===== config.mk =====
export PLATFORM = sky130hd
export DESIGN_NAME = mutex_master_flat
export DESIGN_NICKNAME = d
export VERILOG_FILES = /design/src/design/mutex_pkg.sv /design/src/design/mutex_if.sv /design/src/design/mutex_master.sv /design/src/flat_wrapper.sv
export SDC_FILE = /design/constraint.sdc
export NUM_CORES = 1
export LEC_CHECK = 0
export ABC_AREA = 1
export BUFFER_PORTS_ARGS = -buffer_cell sky130_fd_sc_hd__buf_2
export CAP_MARGIN = 40
export CORE_MARGIN = 2
export CORE_UTILIZATION = 40
export CTS_BUF_LIST = sky130_fd_sc_hd__clkbuf_2
export DETAILED_ROUTE_END_ITERATION = 10
export PLACE_DENSITY_LB_ADDON = 0.12
export SYNTH_ARGS = -nofsm -noshare
export SYNTH_HDL_FRONTEND = slang
export SYNTH_SLANG_ARGS = --single-unit

===== constraint.sdc =====
create_clock -name i_ref_clk -period 1.9 [get_ports i_ref_clk]
set_input_delay 0 -clock i_ref_clk [delete_from_list [all_inputs] [get_ports i_ref_clk]]
set_output_delay 0 -clock i_ref_clk [all_outputs]
set_load 0.02 [all_outputs]

===== src/design/mutex_pkg.sv =====
// Package: register map, field layout and bus constants for the hardware mutex
// Overview of operation
// Two 32-bit registers: lock word, reset indicator
// Owner in 31:16, value 15:0, flag bit 0
// Zero value means free, else held
// Lock word reads always succeed
// Write lands only if free or owner matches
// Owner compare uses same write's data atomically
// Master writes own id with nonzero value
// Master reads back, checks owner equals own
// System reset sets reset-indicator bit
// Write one clears flag; zero leaves it
// Reset lock value is a parameter, default zero
// Reset owner parameter, needed when value nonzero
// Reset owner holds lock until it releases
// Processor uses its hardware id as owner
// Blocking acquire retries write and read-back
// Ownership check compares stored owner with own
// Release writes own id with zero value
// Rejected writes complete quietly; undefined bits ignored
package mutex_pkg;
    // ==========================================================
    // Register map (word index; byte address is four times it)
    localparam int ADDR_W = 4;
    localparam logic [ADDR_W-1:0] IDX_LOCK_WORD = 4'h0;
    localparam logic [ADDR_W-1:0] IDX_RESET_IND = 4'h1;
    // ==========================================================
    // Field layout
    localparam int OWNER_HI = 31;
    localparam int OWNER_LO = 16;
    localparam int VALUE_HI = 15;
    localparam int VALUE_LO = 0;
    localparam int FLAG_BIT = 0;
    localparam logic [15:0] VALUE_FREE = 16'h0000;
    localparam logic [15:0] RESET_VALUE_DEF = 16'h0000;
    localparam logic [15:0] RESET_OWNER_DEF = 16'h0000;
    localparam logic [31:0] ZERO_WORD = 32'h0000_0000;
    // Host command codes
    typedef enum logic [1:0] {CMD_LOCK, CMD_TRYLOCK, CMD_UNLOCK, CMD_IS_MINE} cmd_t;
endpackage : mutex_pkg


===== src/design/mutex_if.sv =====
// Interface: register port between the mutex and one bus master
`timescale 1ns/1ns
interface mutex_if;
    logic [3:0] addr;
    logic [31:0] wdata;
    logic wr;
    logic rd;
    logic [31:0] rdata;
    modport dev (input addr, input wdata, input wr, input rd, output rdata);
    modport host (output addr, output wdata, output wr, output rd, input rdata);
endinterface : mutex_if


===== src/design/mutex_master.sv =====
// Module: bus-master end that runs lock, trylock, unlock and ownership checks
//
// Our own choice: the plain strobed port.
`timescale 1ns/1ns
module mutex_master
    import mutex_pkg::*;
(
    // Clock and reset
    input wire logic i_ref_clk,
    input wire logic i_srst,
    // User command
    input wire logic i_start,
    input wire cmd_t i_cmd,
    input wire logic [15:0] i_cpu_id,
    input wire logic [15:0] i_value,
    // User answer
    output logic o_busy,
    output logic o_done,
    output logic o_success,
    // Register port
    mutex_if.host bus
);
    typedef enum logic [2:0] {S_IDLE, S_WRITE, S_READ, S_WAIT, S_CHECK} fsm_t;
    typedef struct packed {
        fsm_t fsm;
        cmd_t cmd;
        logic [15:0] id;
        logic [15:0] value;
        logic done;
        logic success;
        logic [3:0] addr;
        logic [31:0] wdata;
        logic wr;
        logic rd;
    } state_t;
    state_t st_q;
    state_t st_d;
    // ==========================================================
    // Sequencer
    always_comb begin
        st_d = st_q;
        st_d.done = 1'b0;
        st_d.wr = 1'b0;
        st_d.rd = 1'b0;
        unique case (st_q.fsm)
            S_IDLE: begin
                if (i_start) begin
                    st_d.cmd = i_cmd;
                    st_d.id = i_cpu_id;
                    st_d.value = i_value;
                    st_d.fsm = (i_cmd == CMD_IS_MINE) ? S_READ : S_WRITE;
                end
            end
            S_WRITE: begin
                st_d.wr = 1'b1;
                st_d.addr = IDX_LOCK_WORD;
                if (st_q.cmd == CMD_UNLOCK) begin
                    st_d.wdata = {st_q.id, VALUE_FREE};
                    st_d.success = 1'b1;
                    st_d.done = 1'b1;
                    st_d.fsm = S_IDLE;
                end else begin
                    st_d.wdata = {st_q.id, st_q.value};
                    st_d.fsm = S_READ;
                end
            end
            S_READ: begin
                st_d.rd = 1'b1;
                st_d.addr = IDX_LOCK_WORD;
                st_d.fsm = S_WAIT;
            end
            S_WAIT: st_d.fsm = S_CHECK;
            S_CHECK: begin
                // Owner match with a nonzero value decides; a free word is never ours
                if (bus.rdata[OWNER_HI:OWNER_LO] == st_q.id
                        && bus.rdata[VALUE_HI:VALUE_LO] != VALUE_FREE) begin
                    st_d.success = 1'b1;
                    st_d.done = 1'b1;
                    st_d.fsm = S_IDLE;
                end else if (st_q.cmd == CMD_LOCK) begin
                    st_d.fsm = S_WRITE;
                end else begin
                    st_d.success = 1'b0;
                    st_d.done = 1'b1;
                    st_d.fsm = S_IDLE;
                end
            end
            default: st_d.fsm = S_IDLE;
        endcase
    end
    // ==========================================================
    // State register
    always_ff @(posedge i_ref_clk) begin
        if (i_srst) begin
            st_q <= '0;
        end else begin
            st_q <= st_d;
        end
    end
    assign bus.addr = st_q.addr;
    assign bus.wdata = st_q.wdata;
    assign bus.wr = st_q.wr;
    assign bus.rd = st_q.rd;
    assign o_busy = (st_q.fsm != S_IDLE);
    assign o_done = st_q.done;
    assign o_success = st_q.success;
endmodule : mutex_master


===== src/flat_wrapper.sv =====
// flat-port wrapper written by rule: the top's interface ports become plain ports
module mutex_master_flat import mutex_pkg::*;
  (i_ref_clk, i_srst, i_start, i_cmd, i_cpu_id, i_value, o_busy, o_done, o_success, bus_addr, bus_wdata, bus_wr, bus_rd, bus_rdata);
  mutex_if bus_i ();
  input wire logic i_ref_clk;
  input wire logic i_srst;
  input wire logic i_start;
  input wire cmd_t i_cmd;
  input wire logic [15:0] i_cpu_id;
  input wire logic [15:0] i_value;
  output logic o_busy;
  output logic o_done;
  output logic o_success;
  output wire logic [$bits(bus_i.addr)-1:0] bus_addr;
  output wire logic [$bits(bus_i.wdata)-1:0] bus_wdata;
  output wire logic [$bits(bus_i.wr)-1:0] bus_wr;
  output wire logic [$bits(bus_i.rd)-1:0] bus_rd;
  input wire logic [$bits(bus_i.rdata)-1:0] bus_rdata;
  assign bus_addr = bus_i.addr;
  assign bus_wdata = bus_i.wdata;
  assign bus_wr = bus_i.wr;
  assign bus_rd = bus_i.rd;
  assign bus_i.rdata = bus_rdata;
  mutex_master u_core (.i_ref_clk(i_ref_clk), .i_srst(i_srst), .i_start(i_start), .i_cmd(i_cmd), .i_cpu_id(i_cpu_id), .i_value(i_value), .o_busy(o_busy), .o_done(o_done), .o_success(o_success), .bus(bus_i));
endmodule

==> flow_summary.ini <==
[route]
viasPerCell = 4.50
antenna_left = 0
drt_iter0_markers = 120
vias = 3089
wl_per_cell_microns = 11.2
routed_wl_microns = 7690
post-route-drc-count = 0
first_pass_iters = 6

[synthesis]
synth.distinct_cells = 22
synth_top_area_frac = 0.450
yosys.area.top_type = dfxtp_1
synth-seq-cells = 73
syn_area_per_cell_sq_um = 7.05
ys_warn_count = 0
syn_inst = 461
yosysSeqAreaShare = 0.450
netlist_top_cells_area = dfxtp_1 (45%), nand2_1 (16%), a21oi_1 (10%)
syn_area_sq_um = 3250

[cts]
cts_tree = yes
clk_latency_ns = 0.49
cts_root_buffer = clkbuf_2
cts.htree.levels = 3
cts_made_buffers = 9
clk_path_buf_depth = 2
clk_pin_slew_ns = 0.19
clkSinkCount = 73
postCtsSetupRepairBufs = 0

[hold_path]
min_path_cells = 8
hp-class = in2reg

[sta]
fin_crit_ns = 1.79
slew_viol_final = 0
fin_crit_sh = 0.942
report.final.setup_viol = 0
max_freq_ghz = 0.559
fin_skew_ns = 0.0270
finalHoldViolCount = 0

[cells_and_area]
layout_commonest_cell = nand2_1
final_cell_mix = nand2_1 (138), buf_2 (105), dfxtp_1 (71)
fillers = 796
syn_to_final_growth_pct = 31.6
fin_area_sq_um = 4280
num_antenna_cells = 0
seq_area_sq_um = 1460
drive_gt1_frac = 0.229
fin_nets = 650
postLayoutCoreUtil = 0.548
multi_input_area_sq_um = 1280

[floorplan]
die_w_microns = 94.1
fp-row-count = 32
boundaryPins = 110
die_h_microns = 94.1
start_util = 0.416
die-area_sq_um = 8860
core_area_sq_um = 7810

[critical_path]
cp_common_cell = nor2_1
crit_chain = nor2_1, inv_1, nor2_1, nand2_2, buf_6, nand2_1, a21oi_1, dlygate4sd3_1
critical_path.top_delay_family = buffers and inverters
crit_slowest_cell = dlygate4sd3_1
crit_path_max_incr_delay_ns = 0.57
crit_required_ns = 2.29
start_kind = flip-flop
critical_path_buf_inv_count = 3
critical_path_class = reg2reg
reg2regPathDepth = 8
cp.arrival_ns = 2.18
end_kind = flip-flop
cp.depth = 8
path_max_fanout = 25

[pwr]
power_frac_clock = 0.292
p_comb_frac = 0.235
internal_power_mw = 2.60
p_leak_nw = 2.05
peakVddDrop_mv = 0.473
p_seq_frac = 0.473
p_per_area_nw_per_um2 = 875
switchingPower_mw = 1.14
switching_share = 0.305

[global_routing]
grt_use_total = 0.179
grt_max_degree = 34
grt_pass1_vias = 2909
globalRouteOverflowTotal = 0
grt_antenna_before_repair = 0
grt_pass1_wl_microns = 12500

[place]
numPortBuffers = 105
place_congestion = 0.757
placed_cell_area_sq_um = 3590
dpl.hpwl_microns = 5130

[run]
max_cap_viol_count = 0

[status]
status = finished clean
==> worst reg2reg max path, stage by stage, from the launching register on <==
cell and delay, ns:
dfxtp_2 0.39, nor2_1 0.12, inv_1 0.05, nor2_1 0.14, nand2_2 0.13, buf_6 0.19, nand2_1 0.07, a21oi_1 0.06
dlygate4sd3_1 0.57
==> cell type report <==
cell class / instances / share of cell area
inverters: 42 / 0.0380
clock buffers: 9 / 0.0105
clock inverters: 6 / 0.0252
well taps: 102 / 0.0299
flip-flops and latches: 73 / 0.342
multi-input cells: 293 / 0.299
repair buffers: 162 / 0.255
==> power by group through the flow <==
stage	sequential, mW	clock, mW	combinational (mW)
3_3_place_gp	1.80	0	0.759
2_1_floorplan	1.79	0	0.607
6_report	1.77	1.09	0.879
4_1_cts	1.77	1.13	0.871
3_5_place_dp	1.80	0	0.770
5_1_grt	1.79	1.19	0.988
==> worst paths after layout <==
| check | from | to | slack (ns) |
|---|---|---|---|
| worst max-delay path | u_core.st_q[75]$_SDFFE_PP0P_ | u_core.st_q[41]$_SDFFE_PP0P_ | 0.11 |
| worst min-delay path | bus_rdata[29] | u_core.o_success$_SDFFE_PP0P_ | 0.05 |
| worst max register to register | u_core.st_q[75]$_SDFFE_PP0P_ | u_core.st_q[41]$_SDFFE_PP0P_ | 0.11 |
| worst min register to register | u_core.st_q[51]$_SDFFE_PP0P_ | u_core.bus.wdata[11]$_SDFFE_PP0P_ | 0.46 |
==> per-stage QoR <==
step / setup TNS [ns] / power (mW) / hold slack, ns / worst slack [ns] / std cells
after floorplan: 0 / 2.40 / 0.143 / 0.698 / 464
after global placement: 0 / 2.56 / 0.260 / 0.566 / 621
after detailed placement: 0 / 2.57 / 0.260 / 0.522 / 621
after CTS: 0 / 3.77 / 0.0200 / 0.0154 / 687
after global routing: -0.0143 / 3.97 / 0.0237 / -0.00848 / 687
final: 0 / 3.74 / 0.0527 / 0.110 / 687
==> cells in the mapped netlist <==
library cell,count
nand2_2,1
nand4_1,4
nand3_1,4
dfxtp_1,73
nor2_1,36
o21ai_0,33
clkbuf_1,13
buf_4,38
a21oi_1,65
nor3_4,1
xor2_1,1
and2_1,1
nand2_1,138
conb_1,1
buf_6,1
buf_2,4
inv_1,39
a31oi_1,2
xnor2_1,1
inv_2,3
nor3_1,1
o21ai_2,1
==> cells by family (layout without fill, tap and decap cells) <==
logic type                after synthesis  in the layout  synth area share
other                                   1              4           0.00115
AOI/OAI and AO/OA                     101            101             0.157
xor gates and xnor gates                2              2           0.00539
DFF                                    73             73             0.450
buffers and inverters                  98            219             0.161
and+or+nand+nor                       186            186             0.225
==> registers in the layout, indices dropped and copies added, names as in the netlist <==
name              count
u_core.bus.rd         1
u_core.o_success      1
u_core.bus.wr         1
u_core.st_q          37
u_core.o_done         1
u_core.bus.wdata     32
==> timing repair <==
item,in CTS,in global routing
setup endpoints to repair,0,15
hold endpoints to repair,42,0
resized for setup,0,9
hold buffers,51,0
==> layer usage <==
| layer | wire [microns] | track usage |
|---|---|---|
| met2 | 3470 | 0.302 |
| met4 | 107 | 0.0737 |
| met3 | 457 | 0.0385 |
| met1 | 3650 | 0.219 |
| met5 | 0 | 0 |
Note: power is estimated with default switching activity, not from simulation.
